`src/tccu_pkg.sv`:
```
// constants, types and the helper function of the timer compare/capture unit
// Overview of operation
// RQ1 - one parallel comparator per register, every cycle
// RQ2 - registers tied to port bits zero..three
// RQ3 - bit zero interrupt edge chosen by edge select
// RQ4 - bits one..three interrupt on rising edge only
// RQ5 - no mode: pin is io or interrupt input
// RQ6 - capture: pin edge sets flag, copies timer
// RQ7 - software latch toggle captures like external edge
// RQ8 - any compare mode makes pin an output
// RQ9 - mode 0: latch only from overflow, match
// RQ10 - field value 10 enables compare mode
// RQ11 - mode 0: detector fed from comparator output
// RQ12 - mode 0: overflow clears port latch
// RQ13 - mode 0: match sets port latch
// RQ14 - mode 0 edge: select zero rising, else falling
// RQ15 - mode 1: split latch, second drives pin
// RQ16 - entering mode 1 both latches hold value
// RQ17 - mode 1 match: transfer latch, set flag
// RQ18 - mode 1: flag on every match event
// RQ19 - rewritten compare value matches by plain equality
// RQ20 - registers b..d capture on rising edge only
// RQ21 - comparators b..d drive their own flags
// RQ22 - reload mode frees pin for io use
// RQ23 - edge detector sits right before flag
// RQ24 - 16-bit timer counts up, wraps from ones
package tccu_pkg;
  localparam int          TMR_W       = 16;
  localparam int          NCH         = 4;
  localparam int          AW          = 8;
  localparam logic [7:0]  ADDR_TCTRL  = 8'h00;
  localparam logic [7:0]  ADDR_CEN    = 8'h04;
  localparam logic [7:0]  ADDR_PORT   = 8'h08;
  localparam logic [7:0]  ADDR_IRQ    = 8'h0C;
  localparam logic [7:0]  ADDR_TMR    = 8'h10;
  localparam logic [7:0]  ADDR_CMP0   = 8'h14;
  localparam logic [7:0]  ADDR_CMP1   = 8'h18;
  localparam logic [7:0]  ADDR_CMP2   = 8'h1C;
  localparam logic [7:0]  ADDR_CMP3   = 8'h20;
  localparam logic [7:0]  ADDR_PIN    = 8'h24;
  localparam int          CTRL_CMODE  = 0;
  localparam int          CTRL_EDGE   = 1;
  localparam int          CEN_FLD_W   = 2;
  localparam logic [1:0]  CEN_CAPT    = 2'h1;
  localparam logic [1:0]  CEN_CMP     = 2'h2;
  localparam logic [1:0]  CEN_RELOAD  = 2'h3;
  localparam logic [3:0]  PORT_RST    = 4'hF;
  localparam logic [15:0] TMR_MAX     = 16'hFFFF;
  localparam logic [15:0] TMR_ONE     = 16'h0001;
  localparam logic [31:0] DATA_ZERO   = 32'h0000_0000;

  typedef enum {MODE_IO, MODE_CAPT, MODE_CMP, MODE_RELOAD} tccu_mode_e;

  typedef struct packed {
    logic edge_select_bit;
    logic compare_mode_select;
  } tccu_ctrl_s;

  // two-bit enable field to channel mode; reload only on channel zero
  function automatic tccu_mode_e tccu_decode(input logic [1:0] fld, input logic reload_ok);
    tccu_mode_e m;
    m = MODE_IO;
    case (fld)
      CEN_CAPT:   m = MODE_CAPT;
      CEN_CMP:    m = MODE_CMP;
      CEN_RELOAD: m = reload_ok ? MODE_RELOAD : MODE_IO;
      default:    m = MODE_IO;
    endcase
    return m;
  endfunction
endpackage

```
`src/tccu_sync.sv`:
```
// two-stage synchroniser for the port pin inputs
`timescale 1ns/1ps
module tccu_sync #(
  parameter int W = 4
) (
  input  wire logic         pclk,
  input  wire logic         presetn,
  input  wire logic [W-1:0] async_in,
  output logic      [W-1:0] sync_out
);
  logic [W-1:0] meta_q;

  always_ff @(posedge pclk or negedge presetn) begin
    if (!presetn) begin
      // idle level of a released, pulled-up pin
      meta_q   <= '1;
      sync_out <= '1;
    end else begin
      meta_q   <= async_in;
      sync_out <= meta_q;
    end
  end
endmodule

```
`src/tccu_edge_det.sv`:
```
// transition detector that sits directly in front of a request flag
`timescale 1ns/1ps
module tccu_edge_det (
  input  wire logic pclk,
  input  wire logic presetn,
  input  wire logic din,
  input  wire logic rise_sel,
  output logic      pulse
);
  logic prev_q;

  always_ff @(posedge pclk or negedge presetn) begin
    if (!presetn) begin
      // idle pin level, so no false edge follows reset
      prev_q <= 1'b1;
    end else begin
      prev_q <= din;
    end
  end

  // only a change of the selected input in the direction set by rise_sel counts, including a source switch
  assign pulse = rise_sel ? (din & ~prev_q) : (~din & prev_q);
endmodule

```
`src/tccu_top.sv`:
```
// timer with four compare/capture channels, apb register slave and port pins
`timescale 1ns/1ps
module tccu_top
  import tccu_pkg::*;
(
  input  wire logic          pclk,
  input  wire logic          presetn,
  input  wire logic          psel,
  input  wire logic          penable,
  input  wire logic          pwrite,
  input  wire logic [AW-1:0] paddr,
  input  wire logic [31:0]   pwdata,
  output logic      [31:0]   prdata,
  output logic               pready,
  output logic               pslverr,
  input  wire logic [NCH-1:0] pin_in,
  output logic      [NCH-1:0] pin_out,
  output logic      [NCH-1:0] pin_oe
);
  tccu_ctrl_s            ctrl_q;
  logic [2*NCH-1:0]      cen_q;
  logic [NCH-1:0]        latch_a_q;
  logic [NCH-1:0]        latch_b_q;
  logic [NCH-1:0]        flag_q;
  logic [TMR_W-1:0]      tmr_q;
  logic [TMR_W-1:0]      tmr_d;
  logic [TMR_W-1:0]      cc_q [NCH];
  logic [NCH-1:0]        pin_s;
  logic [NCH-1:0]        pin_eff;
  logic [NCH-1:0]        match;
  logic [NCH-1:0]        det_in;
  logic [NCH-1:0]        det_rise;
  logic [NCH-1:0]        det_edge;
  logic [NCH-1:0]        is_m0;
  logic [NCH-1:0]        is_m1;
  logic [NCH-1:0]        is_capt;
  tccu_mode_e            mode [NCH];
  logic                  ovf;
  logic                  setup;
  logic                  wr_en;
  logic                  hit;
  logic [31:0]           rdata;
  logic [NCH-1:0]        cc_wr;

  // port bits zero..three, pin index equals channel index
  tccu_sync #(
    .W (NCH)
  ) u_sync (
    .pclk     (pclk),
    .presetn  (presetn),
    .async_in (pin_in),
    .sync_out (pin_s)
  ); // [RQ2]

  // ---------------------------------------------------------------- apb
  assign setup = psel & ~penable;
  assign wr_en = psel & penable & pready & pwrite;

  always_comb begin
    hit   = 1'b1;
    rdata = DATA_ZERO;
    case (paddr)
      ADDR_TCTRL: rdata = {28'h000_0000, 2'h0, ctrl_q};
      ADDR_CEN:   rdata = {24'h00_0000, cen_q};
      ADDR_PORT:  rdata = {28'h000_0000, latch_a_q};
      ADDR_IRQ:   rdata = {28'h000_0000, flag_q};
      ADDR_TMR:   rdata = {16'h0000, tmr_q};
      ADDR_CMP0:  rdata = {16'h0000, cc_q[0]};
      ADDR_CMP1:  rdata = {16'h0000, cc_q[1]};
      ADDR_CMP2:  rdata = {16'h0000, cc_q[2]};
      ADDR_CMP3:  rdata = {16'h0000, cc_q[3]};
      ADDR_PIN:   rdata = {28'h000_0000, pin_s};
      default:    hit   = 1'b0;
    endcase
  end

  // zero wait states: ready always in the first access cycle
  always_ff @(posedge pclk or negedge presetn) begin
    if (!presetn) begin
      pready  <= 1'b0;
      pslverr <= 1'b0;
      prdata  <= DATA_ZERO;
    end else begin
      pready  <= setup;
      pslverr <= setup & ~hit;
      if (setup) begin
        prdata <= pwrite ? DATA_ZERO : rdata;
      end
    end
  end

  always_ff @(posedge pclk or negedge presetn) begin
    if (!presetn) begin
      ctrl_q <= '0;
      cen_q  <= '0;
    end else if (wr_en) begin
      if (paddr == ADDR_TCTRL) begin
        ctrl_q <= pwdata[1:0];
      end
      if (paddr == ADDR_CEN) begin
        cen_q <= pwdata[2*NCH-1:0];
      end
    end
  end

  // ---------------------------------------------------------- channels
  assign cc_wr[0] = wr_en && (paddr == ADDR_CMP0);
  assign cc_wr[1] = wr_en && (paddr == ADDR_CMP1);
  assign cc_wr[2] = wr_en && (paddr == ADDR_CMP2);
  assign cc_wr[3] = wr_en && (paddr == ADDR_CMP3);

  assign ovf = (tmr_q == TMR_MAX);

  for (genvar i = 0; i < NCH; i++) begin : g_ch
    assign mode[i]    = tccu_decode(cen_q[CEN_FLD_W*i +: CEN_FLD_W], i == 0); // [RQ10] [RQ22]
    assign is_m0[i]   = (mode[i] == MODE_CMP) && !ctrl_q.compare_mode_select;
    assign is_m1[i]   = (mode[i] == MODE_CMP) && ctrl_q.compare_mode_select;
    assign is_capt[i] = (mode[i] == MODE_CAPT);
    assign match[i]   = (cc_q[i] == tmr_q); // [RQ1] [RQ19]
    // undriven pin reads as the latch, so a latch toggle acts like a pin edge
    assign pin_eff[i] = latch_a_q[i] & pin_s[i]; // [RQ5] [RQ7]
    // compare modes feed the comparator to the detector instead of the pin
    assign det_in[i]  = (mode[i] == MODE_CMP) ? match[i] : pin_eff[i]; // [RQ11] [RQ21]

    tccu_edge_det u_edge (
      .pclk     (pclk),
      .presetn  (presetn),
      .din      (det_in[i]),
      .rise_sel (det_rise[i]),
      .pulse    (det_edge[i])
    ); // [RQ23]
  end

  always_comb begin
    for (int i = 0; i < NCH; i++) begin
      det_rise[i] = 1'b1; // [RQ4] [RQ20] [RQ21]
    end
    if (is_m1[0]) begin
      det_rise[0] = 1'b1; // [RQ18]
    end else if (is_m0[0]) begin
      det_rise[0] = ~ctrl_q.edge_select_bit; // [RQ14]
    end else begin
      det_rise[0] = ctrl_q.edge_select_bit; // [RQ3]
    end
  end

  // timer, with reload from channel zero when that channel is in reload mode
  always_comb begin
    tmr_d = tmr_q + TMR_ONE; // [RQ24]
    if (ovf && (mode[0] == MODE_RELOAD)) begin
      tmr_d = cc_q[0];
    end
    if (wr_en && (paddr == ADDR_TMR)) begin
      tmr_d = pwdata[TMR_W-1:0];
    end
  end

  always_ff @(posedge pclk or negedge presetn) begin
    if (!presetn) begin
      tmr_q <= '0;
    end else begin
      tmr_q <= tmr_d;
    end
  end

  // compare registers; a capture beats a software write in the same cycle
  always_ff @(posedge pclk or negedge presetn) begin
    if (!presetn) begin
      for (int i = 0; i < NCH; i++) begin
        cc_q[i] <= '0;
      end
    end else begin
      for (int i = 0; i < NCH; i++) begin
        if (is_capt[i] && det_edge[i]) begin
          cc_q[i] <= tmr_q; // [RQ6] [RQ7] [RQ20]
        end else if (cc_wr[i]) begin
          cc_q[i] <= pwdata[TMR_W-1:0];
        end
      end
    end
  end

  // port latch, which is latch a in compare mode 1
  always_ff @(posedge pclk or negedge presetn) begin
    if (!presetn) begin
      latch_a_q <= PORT_RST;
    end else begin
      for (int i = 0; i < NCH; i++) begin
        if (is_m0[i]) begin
          if (match[i]) begin
            latch_a_q[i] <= 1'b1; // [RQ13]
          end else if (ovf) begin
            latch_a_q[i] <= 1'b0; // [RQ12]
          end
        end else if (wr_en && (paddr == ADDR_PORT)) begin
          latch_a_q[i] <= pwdata[i]; // [RQ9]
        end
      end
    end
  end

  // latch b tracks the port latch until mode 1 splits them
  always_ff @(posedge pclk or negedge presetn) begin
    if (!presetn) begin
      latch_b_q <= PORT_RST;
    end else begin
      for (int i = 0; i < NCH; i++) begin
        if (!is_m1[i]) begin
          latch_b_q[i] <= latch_a_q[i]; // [RQ16]
        end else if (match[i]) begin
          latch_b_q[i] <= latch_a_q[i]; // [RQ15] [RQ17]
        end
      end
    end
  end

  // request flags: write one to clear, a new edge wins over the clear
  always_ff @(posedge pclk or negedge presetn) begin
    if (!presetn) begin
      flag_q <= '0;
    end else begin
      if (wr_en && (paddr == ADDR_IRQ)) begin
        flag_q <= (flag_q & ~pwdata[NCH-1:0]) | det_edge; // [RQ17] [RQ23]
      end else begin
        flag_q <= flag_q | det_edge; // [RQ6] [RQ18]
      end
    end
  end

  // pins: quasi-bidirectional io, or pushed output in compare modes
  always_ff @(posedge pclk or negedge presetn) begin
    if (!presetn) begin
      pin_out <= '0;
      pin_oe  <= '0;
    end else begin
      for (int i = 0; i < NCH; i++) begin
        if (mode[i] == MODE_CMP) begin
          pin_oe[i]  <= 1'b1; // [RQ8]
          pin_out[i] <= is_m1[i] ? latch_b_q[i] : latch_a_q[i]; // [RQ15]
        end else begin
          pin_oe[i]  <= ~latch_a_q[i]; // [RQ5] [RQ22]
          pin_out[i] <= 1'b0;
        end
      end
    end
  end

  // ---------------------------------------------------------- checks
  for (genvar i = 0; i < NCH; i++) begin : g_chk
    chk_m0_match_set: assert property (@(posedge pclk) disable iff (!presetn) // [RQ13]
      is_m0[i] && match[i] |=> latch_a_q[i])
      else $error("compare mode 0 match did not set the port latch");

    chk_m0_ovf_clear: assert property (@(posedge pclk) disable iff (!presetn) // [RQ12]
      is_m0[i] && ovf && !match[i] |=> !latch_a_q[i])
      else $error("compare mode 0 overflow did not clear the port latch");

    chk_m0_write_block: assert property (@(posedge pclk) disable iff (!presetn) // [RQ9]
      is_m0[i] && !match[i] && !ovf |=> latch_a_q[i] == $past(latch_a_q[i]))
      else $error("port latch changed by software in compare mode 0");

    chk_m1_transfer: assert property (@(posedge pclk) disable iff (!presetn) // [RQ17]
      is_m1[i] && $rose(match[i]) |=> latch_b_q[i] == $past(latch_a_q[i]) && flag_q[i])
      else $error("compare mode 1 match did not transfer latch and set flag");

    chk_m1_hold: assert property (@(posedge pclk) disable iff (!presetn) // [RQ16]
      is_m1[i] && !match[i] |=> $stable(latch_b_q[i]))
      else $error("pin latch moved without a match in compare mode 1");

    chk_cmp_drives: assert property (@(posedge pclk) disable iff (!presetn) // [RQ8]
      mode[i] == MODE_CMP |=> pin_oe[i])
      else $error("pin not driven while compare mode enabled");

    chk_capture_copy: assert property (@(posedge pclk) disable iff (!presetn) // [RQ6]
      is_capt[i] && det_edge[i] |=> cc_q[i] == $past(tmr_q) && flag_q[i])
      else $error("capture edge did not copy timer and set flag");

    chk_edge_sets_flag: assert property (@(posedge pclk) disable iff (!presetn) // [RQ23]
      det_edge[i] |=> flag_q[i])
      else $error("detected edge lost instead of setting the request flag");

    chk_flag_hold: assert property (@(posedge pclk) disable iff (!presetn) // [RQ23]
      !det_edge[i] && !(wr_en && paddr == ADDR_IRQ) |=> $stable(flag_q[i]))
      else $error("request flag changed without an edge or a clear");

    chk_io_pin_idle: assert property (@(posedge pclk) disable iff (!presetn) // [RQ5]
      mode[i] != MODE_CMP |=> pin_oe[i] == !$past(latch_a_q[i]) && !pin_out[i])
      else $error("io pin not released by a port latch holding one");

    chk_capt_hold: assert property (@(posedge pclk) disable iff (!presetn) // [RQ20]
      is_capt[i] && !det_edge[i] && !cc_wr[i] |=> $stable(cc_q[i]))
      else $error("capture register changed without an active edge");

    chk_m0_pin_out: assert property (@(posedge pclk) disable iff (!presetn) // [RQ9]
      is_m0[i] |=> pin_out[i] == $past(latch_a_q[i]) && pin_oe[i])
      else $error("compare mode 0 pin does not follow the port latch");

    chk_m1_pin_out: assert property (@(posedge pclk) disable iff (!presetn) // [RQ15]
      is_m1[i] |=> pin_out[i] == $past(latch_b_q[i]) && pin_oe[i])
      else $error("compare mode 1 pin does not follow the second latch");

    chk_m1_latch_write: assert property (@(posedge pclk) disable iff (!presetn) // [RQ16]
      is_m1[i] && wr_en && paddr == ADDR_PORT |=> latch_a_q[i] == $past(pwdata[i]))
      else $error("compare mode 1 software write missed the first latch");

    chk_cc_write: assert property (@(posedge pclk) disable iff (!presetn) // [RQ19]
      cc_wr[i] && !(is_capt[i] && det_edge[i]) |=> cc_q[i] == $past(pwdata[TMR_W-1:0]))
      else $error("compare register write did not take effect at once");
  end

  for (genvar i = 1; i < NCH; i++) begin : g_chk_rise
    chk_rise_only: assert property (@(posedge pclk) disable iff (!presetn) // [RQ4]
      det_edge[i] |-> det_in[i] && !$past(det_in[i]))
      else $error("request on a falling edge of a rising-only channel");
  end

  chk_sel_edge: assert property (@(posedge pclk) disable iff (!presetn) // [RQ3]
    !is_m0[0] && !is_m1[0] && det_edge[0] |-> det_in[0] == ctrl_q.edge_select_bit)
    else $error("channel zero pin request on the unselected edge");

  chk_m0_edge_sel: assert property (@(posedge pclk) disable iff (!presetn) // [RQ14]
    is_m0[0] && det_edge[0] |-> det_in[0] == !ctrl_q.edge_select_bit)
    else $error("compare mode 0 request on the unselected comparator edge");

  chk_tmr_count: assert property (@(posedge pclk) disable iff (!presetn) // [RQ24]
    !ovf && !(wr_en && paddr == ADDR_TMR) |=> tmr_q == $past(tmr_q) + TMR_ONE)
    else $error("timer did not advance by one");

  chk_tmr_wrap: assert property (@(posedge pclk) disable iff (!presetn) // [RQ24]
    ovf && mode[0] != MODE_RELOAD && !(wr_en && paddr == ADDR_TMR) |=> tmr_q == '0)
    else $error("timer did not wrap to zero after all ones");

  chk_reload_free: assert property (@(posedge pclk) disable iff (!presetn) // [RQ22]
    mode[0] == MODE_RELOAD |=> pin_oe[0] == !$past(latch_a_q[0]))
    else $error("reload mode did not leave the pin to io use");

  chk_reload_value: assert property (@(posedge pclk) disable iff (!presetn) // [RQ22]
    ovf && mode[0] == MODE_RELOAD && !(wr_en && paddr == ADDR_TMR) |=> tmr_q == $past(cc_q[0]))
    else $error("timer not reloaded from channel zero on overflow");

  chk_apb_ready: assert property (@(posedge pclk) disable iff (!presetn)
    psel && !penable |=> pready)
    else $error("apb access phase without ready");
endmodule

```
`config.mk`:
```
export PLATFORM = sky130hd
export DESIGN_NAME = tccu_top
export DESIGN_NICKNAME = d
export VERILOG_FILES = /design/src/tccu_pkg.sv /design/src/tccu_sync.sv /design/src/tccu_edge_det.sv /design/src/tccu_top.sv
export SDC_FILE = /design/constraint.sdc
export NUM_CORES = 1
export LEC_CHECK = 0
export CAP_MARGIN = 20
export CORE_MARGIN = 3
export CORE_UTILIZATION = 30
export CTS_CLUSTER_SIZE = 16
export DETAILED_ROUTE_END_ITERATION = 7
export DONT_BUFFER_PORTS = 1
export PLACE_DENSITY_LB_ADDON = 0.08
export SLEW_MARGIN = 15
export SYNTH_ARGS = -nofsm -noshare
export SYNTH_HDL_FRONTEND = slang
export SYNTH_SLANG_ARGS = --single-unit
```
`constraint.sdc`:
```
create_clock -name pclk -period 5.67 [get_ports pclk]
set_clock_uncertainty 0.15 [all_clocks]
set_input_delay 0 -clock pclk [delete_from_list [all_inputs] [get_ports pclk]]
set_output_delay 0 -clock pclk [all_outputs]
set_load 0.02 [all_outputs]
```
== Word-level counts from Yosys, hierarchy flattened ==
Cells that the tools add are included.

* Flip-flop bits (word level): 156
* Output and inout port bits: 42
* Input bits: 49
* Word-level logic and storage cells: 194

* Add/subtract/negate cells: 1
* Equality and inequality tests: 40
* Reduce and logical (&&, ||, !) cells: 37
* Bitwise gates (word level): 30
* Multiplexer cells: 58

{| class="wikitable"
|+ Operators with widths
! operator !! number
|-
| 32-bit by 3-bit equality test with 1-bit output, second input constant || 5
|-
| 16-bit two-way mux || 10
|-
| 16-bit one-hot mux with 10 select lines || 1
|-
| 32-bit by 2-bit equality test with 1-bit output, second input constant || 4
|-
| 16-bit equality test || 4
|-
| 1-bit two-way mux || 41
|-
| 8-bit by 5-bit equality test with 1-bit output, second input constant || 4
|-
| 32-bit two-way mux || 1
|-
| 1-bit logical AND || 20
|-
| 16-bit by 1-bit adder with 16-bit output, second input constant || 1
|-
| 16-bit equality test, second input constant || 1
|-
| 8-bit by 4-bit equality test with 1-bit output, second input constant || 2
|-
| 8-bit by 6-bit equality test with 1-bit output, second input constant || 2
|-
| 2-bit nonzero test || 8
|-
| 1-bit bitwise AND || 14
|-
| 3-bit by 2-bit inequality test with 1-bit output, second input constant || 4
|-
| 1-bit inverter || 12
|-
| 2-bit one-hot mux with 2 select lines || 3
|-
| 2-bit AND reduction || 6
|-
| 2-bit equality test, second input constant || 5
|-
| 10-bit OR reduction || 1
|-
| 2-bit by 1-bit equality test with 1-bit output, second input constant || 4
|-
| 8-bit by 3-bit equality test with 1-bit output, second input constant || 1
|-
| 8-bit logical NOT || 1
|-
| 7 further kinds || 11
|}

== Depth between registers and ports, before layout ==
Gate-level depths: netlist of the first run.

* Depth after elaboration: 9
* Mapped depth: 9
* Depth with buffers taken out: 6

== By module ==
A second synthesis of the first run with hierarchy kept.

* Cells, all modules: 840
* Area, all modules: 8207.9 sq um

{| class="wikitable"
|+ By module, submodules not included
! module !! times used !! sequential area each (sq um) !! area an instance (sq um) !! cells each
|-
| tccu_top || 1 || 3213.1 || 7802.5 || 816
|-
| tccu_sync || 1 || 210.2 || 210.2 || 8
|-
| tccu_edge_det || 4 || 26.3 || 48.8 || 4
|}

== Worst setup path before layout of the first run ==
Ideal clock, no wire load.

* Path kind: register to register
* Start point: register tmr_q[0]
* End point: register tmr_q[13]
* Setup slack: 3749 ps
* Data arrival time: 1677 ps
* Path buffers: 0
* Stages on the path, launching flop included: 7
* Clock period less this slack: 1921 ps
* Cell sequence: dfrtp_1 > ha_1 > nand4_1 > nor2_1 > nand4_1 > and2_1 > a211oi_1

* Longest elaborated chain between the ends: 4

{| class="wikitable"
|+ RTL lines
! item !! line !! RTL
|-
| from (decl) || tccu_top.sv:25 || <nowiki>logic [TMR_W-1:0] tmr_q;</nowiki>
|-
| from (signal assigned) || tccu_top.sv:162 || <nowiki>tmr_q <= tmr_d;</nowiki>
|-
| parallel branches: the longest is 2 deep, another holds 16-bit by 1-bit adder with 16-bit output || - ||
|-
| 16-bit two-way mux * || tccu_top.sv:150 || <nowiki>if (ovf && (mode[0] == MODE_RELOAD)) begin</nowiki>
|-
| 16-bit two-way mux * || tccu_top.sv:153 || <nowiki>if (wr_en && (paddr == ADDR_TMR)) begin</nowiki>
|-
| named net tmr_d[13] || tccu_top.sv:26 || <nowiki>logic [TMR_W-1:0] tmr_d;</nowiki>
|}

Mark *: on every way through the listed nets, which the timed path passes.
A chain may end at the register's enable or synchronous reset.

== Worst setup path in the final report of the first run ==
* Start point: register tmr_q[1]
* End point: register tmr_q[13]

Same word-level chain as after synthesis.

==> results of run 1 <==
-- where the power goes --
group          total, uW  switching [uW]  internal [uW]
Sequential          1170             130           1040
Combinational        301             173            128
Clock               1070             467            605
-- registers in the layout (all words and copies together) (netlist names) --
name / cells
cc_q: 64
prdata: 16
tmr_q: 16
cen_q: 8
flag_q: 4
g_ch.u_edge.prev_q: 4
latch_a_q: 4
latch_b_q: 4
pin_oe: 4
pin_out: 4
u_sync.meta_q: 4
u_sync.sync_out: 4
ctrl_q: 2
pready: 1
pslverr: 1
-- worst max-delay path: cells and delay by family (launching register included) --
family	cells	cell delay (ns)
flip-flops	1	0.68
AND/OR/NAND/NOR	4	1.37
adder cells (fa/ha/maj)	1	0.40
AO/OA/AOI/OAI	1	0.24
-- layer usage --
metal / global-route usage, % / part of all wire, % / wire (microns)
met5: 0 / 0 / 0
met4: 5.96 / 2.1 / 592
met3: 3.58 / 4.6 / 1270
met2: 31.5 / 49 / 13500
met1: 25.9 / 45 / 12300
-- final cells by class --
| class | count | area, sq um | area share [%] |
|---|---|---|---|
| Multi-Input combinational cell | 605 | 4160 | 45.7 |
| Sequential cell | 140 | 3530 | 38.7 |
| Clock buffer | 19 | 433 | 4.75 |
| Timing Repair Buffer | 42 | 433 | 4.75 |
| Tap cell | 335 | 419 | 4.60 |
| Clock inverter | 13 | 118 | 1.29 |
| Inverter | 6 | 22.5 | 0.247 |
-- cells in the final DEF (no fill, tap or decap), types with 4 or more instances in the layout --
cell           count
a21oi_1           28
and2_1             8
dlygate4sd3_1     39
a22o_1            18
xnor2_1            5
nand3b_1           4
conb_1            16
o211ai_1           4
nor2_1            40
a211oi_1           6
nand2_1           82
mux2i_1           75
nand4_1           16
a22oi_1           25
dfrtp_1          120
and3_1             5
nand2_4            5
mux2_1            15
xor2_1            72
clkinvlp_4         5
clkbuf_16         17
a222oi_1           9
inv_1              5
nor3_1             6
a31oi_1            4
o311ai_1           4
nor4_1            16
dfstp_2           20
nand3_1           24
o21ai_1           64
and4_1             8
nand2b_1           7
or3_1              4
-- worst paths after layout --
check	startpoint	to	slack [ns]
worst max-delay path	tmr_q[1]$_DFF_PN0_	tmr_q[13]$_DFF_PN0_	2.75
worst min-delay path	paddr[1]	prdata[0]$_DFFE_PN0P_	0.008
worst max register to register	tmr_q[1]$_DFF_PN0_	tmr_q[13]$_DFF_PN0_	2.75
max in group asynchronous	presetn	cc_q[7]$_DFFE_PN0P_	4.64
worst min register to register	u_sync.meta_q[0]$_DFF_PN1_	u_sync.sync_out[0]$_DFF_PN1_	0.21
min in group asynchronous	presetn	pin_oe[0]$_DFF_PN0_	0.05
-- what timing repair did --
item | in CTS | in global routing
resized for setup | 0 | 0
hold buffers | 40 | 0
endpoints found under the hold margin | 259 | 0
-- through the flow --
stage | setup WS (ns) | hold WS (ns)
after floorplan | 3.75 | -0.446
after global placement | 2.87 | -0.434
after detailed placement | 2.84 | -0.435
after CTS | 2.82 | 0.00217
after global routing | 2.61 | 0.00662
final | 2.75 | 0.00828
-- cells by family (layout without fill, tap and decap cells) --
| family | after synthesis | in the layout |
|---|---|---|
| AO/OA/AOI/OAI | 173 | 173 |
| XOR/XNOR | 77 | 77 |
| adder cells (fa/ha/maj) | 1 | 1 |
| buffers and inverters | 91 | 80 |
| flip-flops | 140 | 140 |
| multiplexers | 93 | 93 |
| other | 1 | 16 |
| AND/OR/NAND/NOR | 245 | 245 |
==> results.toml, run 1 <==
[status]
outcome = "complete, no violations"

[finish]
final_area_sq_um = 9120
antennaDiodeCount = 0
n_fill_cell = 2656
drive_above_1_share_pct = 9.09
final_util_pct = 34.7
nets = 862
fin_cells = 1160
areaGrowthSynthToFinish_pct = 12.7

[sta]
slew_headroom_pct = 32.7
setup_tns_ns = 0
setup_viol = 0
worst_pin_slew_ns = 1.01
hold_viol = 0
drv_slew = 0
period_share_pct = 51.5
rsz0062_at_grt = "false"
period_minus_slack_ns = 2.92
fmax_mhz = 342

[floorplan]
core_sq_um = 26300
dieArea_sq_um = 29000
fp.dieW_microns = 170
die_y_microns = 170
core.rowCount = 59
initial_utilization_pct = 30.8
io_pins = 91

[synthesis]
yosysMostFrequentCell = "dfrtp_1"
synth_compound_area_share_pct = 13.9
syn_area_sq_um = 8090
synth-edff-count = 0
synth_top_family_by_area = "simple AND/OR/NAND/NOR gates"
yosysSeqAreaShare_pct = 43.6
synthArstFlopShare_pct = 100
muxShareOfSynthArea_pct = 11.8
synth_ff_type = "dfrtp_1"
synthTopCellsByArea = "dfrtp_1 37%, mux2i_1 9.3%, xor2_1 7.8%"
synth_seq_cells = 140
yosys.area.top_type = "dfrtp_1"
yosys.area_share.xor_xnor_pct = 8.34
ys_types = 54
synthesis.instances = 821
synth.yosys.warnings = 0
synth_top_area_share_pct = 37.1
synthAdderAreaFrac_pct = 0.155
synth_simple_gate_area_share_pct = 16.2
netlist_top_cells_count = "120 x dfrtp_1, 82 x nand2_1, 75 x mux2i_1"
syn_area_per_cell_sq_um = 9.85

[grt]
antenna_found_initial = 0
grt_pass1_wl_microns = 41700
grtUsageTotal_pct = 19.2
grt_overflow = 0
grt_max_degree = 141
grt_pass1_vias = 6356

[detailed_routing]
route.vias.total = 6314
drc_errors = 0
wl_per_cell_microns = 23.8
viasPerCell = 5.44
totalWireLength_microns = 27700
ant_nets = 0
drt_iter0_markers = 502
first_pass_iters = 7

[power]
p_per_area_nw_per_um2 = 279
power_uw = 2550
power.leakage_uw = 0.00381
max-vdd-ir-drop_mv = 0.179

[run]
drv_cap = 0

[critical_path]
critPathMaxStageDelay_ns = 0.68
worst_path_most_repeated_cell = "nand4_1"
end_kind = "flop"
cp_slowest_cell = "dfrtp_1"
worstSetupStartpointType = "flop"
crit_chain = "ha_1, nand4_1, nor2_1, nand4_1, and2_1, a211oi_1"
crit_required_ns = 5.85
crit_fanout = 12
worstRegToRegCells = 6
critPathKind = "flop to flop"
critPathArrivalTime_ns = 3.10

[worst_hold_path]
min_path_type = "input pin to flop"
min_path_cells = 3

[clock_tree]
post-cts-setup-buffers = 0
clk_pin_slew_ns = 0.06
cts_tree = "built"
clk_path_buf_depth = 2
clk_latency_ns = 0.43
cts_sinks = 140
htree_levels = 4
root_buffer = "clkbuf_16"
numCtsBuffers = 17

[placed_design]
placed_area_sq_um = 8150
hpwl_microns = 18700
numPlacedInstances = 1088
gp_routability_congestion = 0.880
numPortBuffers = 0
Note: power is estimated with default switching activity, not from simulation.
==> run 2: changes to the inputs <==
- clock period: 5.67 -> 2.6 ns (I/O delays scaled with it)
==> run 2 against run 1 <==
Effect of this change:
- the run now ends with hold timing left
- global-route usage up 0.57 points
- final cell count increased by 3.3%
- clock power rose by 120%
- critical path type unchanged
- sequential share of layout area decreased by 1.1 points
- hold slack got worse by 0.88 ns
- clock-buffer cell count is 1 lower
- via count up 2.9%
- largest cell class unchanged
==> results.toml, run 2 (synthesis results as in run 1) <==
[critical_path]
critPathArrivalTime_ns = 2.65
crit_fanout = 12
critPathMaxStageDelay_ns = 0.65
crit_chain = "xor2_1, nor4_1, buf_4, nand4_1, nand4b_1, mux2_1"
critPathKind = "flop to flop"
crit_required_ns = 2.80
cpLargestDelayFamily = "simple AND/OR/NAND/NOR gates"
timing.rr.end = "latch_b_q[3]$_DFFE_PN1P_"
worst-path-buf-inv = 1
worstRegToRegCells = 6
worstSetupStartpointType = "flop"
reg2reg_from = "tmr_q[15]$_DFF_PN0_"
cp_slowest_cell = "dfrtp_1"
r2r_slack_ns = 0.15
end_kind = "flop"

[detailed_routing]
ant_nets = 0
drc_errors = 0
first_pass_iters = 5
route.vias.total = 6494
totalWireLength_microns = 28400
viasPerCell = 5.42
drt_iter0_markers = 628
wl_per_cell_microns = 23.7

[finish]
mostFrequentLayoutCells = "120 x dfrtp_1, 82 x nand2_1, 75 x mux2i_1"
areaGrowthSynthToFinish_pct = 15.9
final-seq-area_sq_um = 3530
antennaDiodeCount = 0
multi_input_area_sq_um = 4150
final_util_pct = 35.7
n_fill_cell = 2687
regMostFlops = "cc_q"
nets = 900
reg_top3 = "cc_q: 64 flops, prdata: 16 flops, tmr_q: 16 flops"
largest_reg_flops = 64
final_common_cell = "dfrtp_1"
drive_above_1_share_pct = 13.4

[floorplan]
dieArea_sq_um = 29000
fp.dieW_microns = 170
die_y_microns = 170
initial_utilization_pct = 30.8
core_sq_um = 26300
io_pins = 91
core.rowCount = 59

[clock_tree]
numCtsBuffers = 17
clk_pin_slew_ns = 0.07
cts_resized = 0
htree_levels = 4
clk_path_buf_depth = 2
clk_latency_ns = 0.42
post-cts-setup-buffers = 0
hold_buffers = 37
cts_sinks = 140
root_buffer = "clkbuf_16"
cts_tree = "built"

[sta]
holdWs_ns = -0.869
slew_headroom_pct = 46.6
worst_pin_slew_ns = 0.795
drv_slew = 0
hold_viol = 140
period_minus_slack_ns = 2.45
setup_tns_ns = 0
fmax_mhz = 409
rsz0062_at_grt = "false"
period_share_pct = 94.1
setup_viol = 0

[grt]
grtUsageTotal_pct = 19.8
grt_overflow = 0
grt_max_degree = 141
antenna_found_initial = 0
grt_pass1_wl_microns = 43000
grt_pass1_vias = 6660

[status]
outcome = "finished with violations"
violations = "hold timing"

[placed_design]
gp_routability_congestion = 0.907
numPortBuffers = 0
hpwl_microns = 19700

[run]
drv_cap = 0

[power]
p_per_area_nw_per_um2 = 604
max-vdd-ir-drop_mv = 0.399
power.leakage_uw = 0.00400

[worst_hold_path]
min_path_type = "input pin to async pin"
## run 2: cell count changes in the layout (fill, tap and decap cells not counted), sizes merged
cell         delta
dlygate4sd3     -2
clkbuf          -1
clkinvlp        -2
buf            +40
inv             +2
clkinv          +1
## run 2: layout make-up
| cell class | instances | share of cell area [%] |
|---|---|---|
| repair buffers | 80 | 7.39 |
| clock inverters | 14 | 1.45 |
| flip-flops and latches | 140 | 37.6 |
| inverters | 6 | 0.240 |
| multi-input cells | 605 | 44.2 |
| clock buffers | 18 | 4.58 |
| well taps | 335 | 4.47 |
## run 2: worst max-delay path by stage
stage,start,end,slack (ns),cells past startpoint
after CTS,tmr_q[15]$_DFF_PN0_,latch_b_q[3]$_DFFE_PN1P_,0.16,6
after detailed placement,tmr_q[15]$_DFF_PN0_,latch_b_q[3]$_DFFE_PN1P_,0.17,6
after global routing,tmr_q[15]$_DFF_PN0_,latch_b_q[3]$_DFFE_PN1P_,0.009,6
final,tmr_q[15]$_DFF_PN0_,latch_b_q[3]$_DFFE_PN1P_,0.15,6
after global placement,tmr_q[15]$_DFF_PN0_,latch_b_q[3]$_DFFE_PN1P_,0.16,6
after floorplan,tmr_q[0]$_DFF_PN0_,tmr_q[13]$_DFF_PN0_,0.68,6
## run 2: worst register-to-register path: cells and delay by family, from the launching register on
| family | cells | cell delay [ns] |
|---|---|---|
| and+or+nand+nor | 3 | 0.88 |
| DFF | 1 | 0.65 |
| muxes | 1 | 0.33 |
| buffers and inverters | 1 | 0.20 |
| xor gates and xnor gates | 1 | 0.18 |
## run 2: power breakdown
part / total [uW] / leakage (uW) / internal (uW) / switching (uW)
clock network: 2390 / 0.000268 / 1340 / 1060
registers: 2440 / 0.00150 / 2280 / 166
logic: 825 / 0.00223 / 364 / 461
## run 2: routing by layer
metal | global-route usage (%) | vias up | wire length, microns
met5 | 0 | - | 0
met4 | 7.34 | 0 | 1070
met3 | 4.27 | 46 | 1390
met2 | 32.1 | 220 | 13300
met1 | 26.1 | 3241 | 12500
li1 | - | 2987 | -
## run 2: through the flow
stage | area [sq um] | power [uW] | std cells | setup slack [ns]
2_1_floorplan | 8140 | 2980 | 836 | 0.679
3_5_place_dp | 8440 | 3220 | 1129 | 0.170
4_1_cts | 9380 | 5720 | 1198 | 0.163
5_1_grt | 9380 | 5880 | 1198 | 0.00861
6_report | 9380 | 5660 | 1198 | 0.153
3_3_place_gp | 8440 | 3220 | 1129 | 0.158
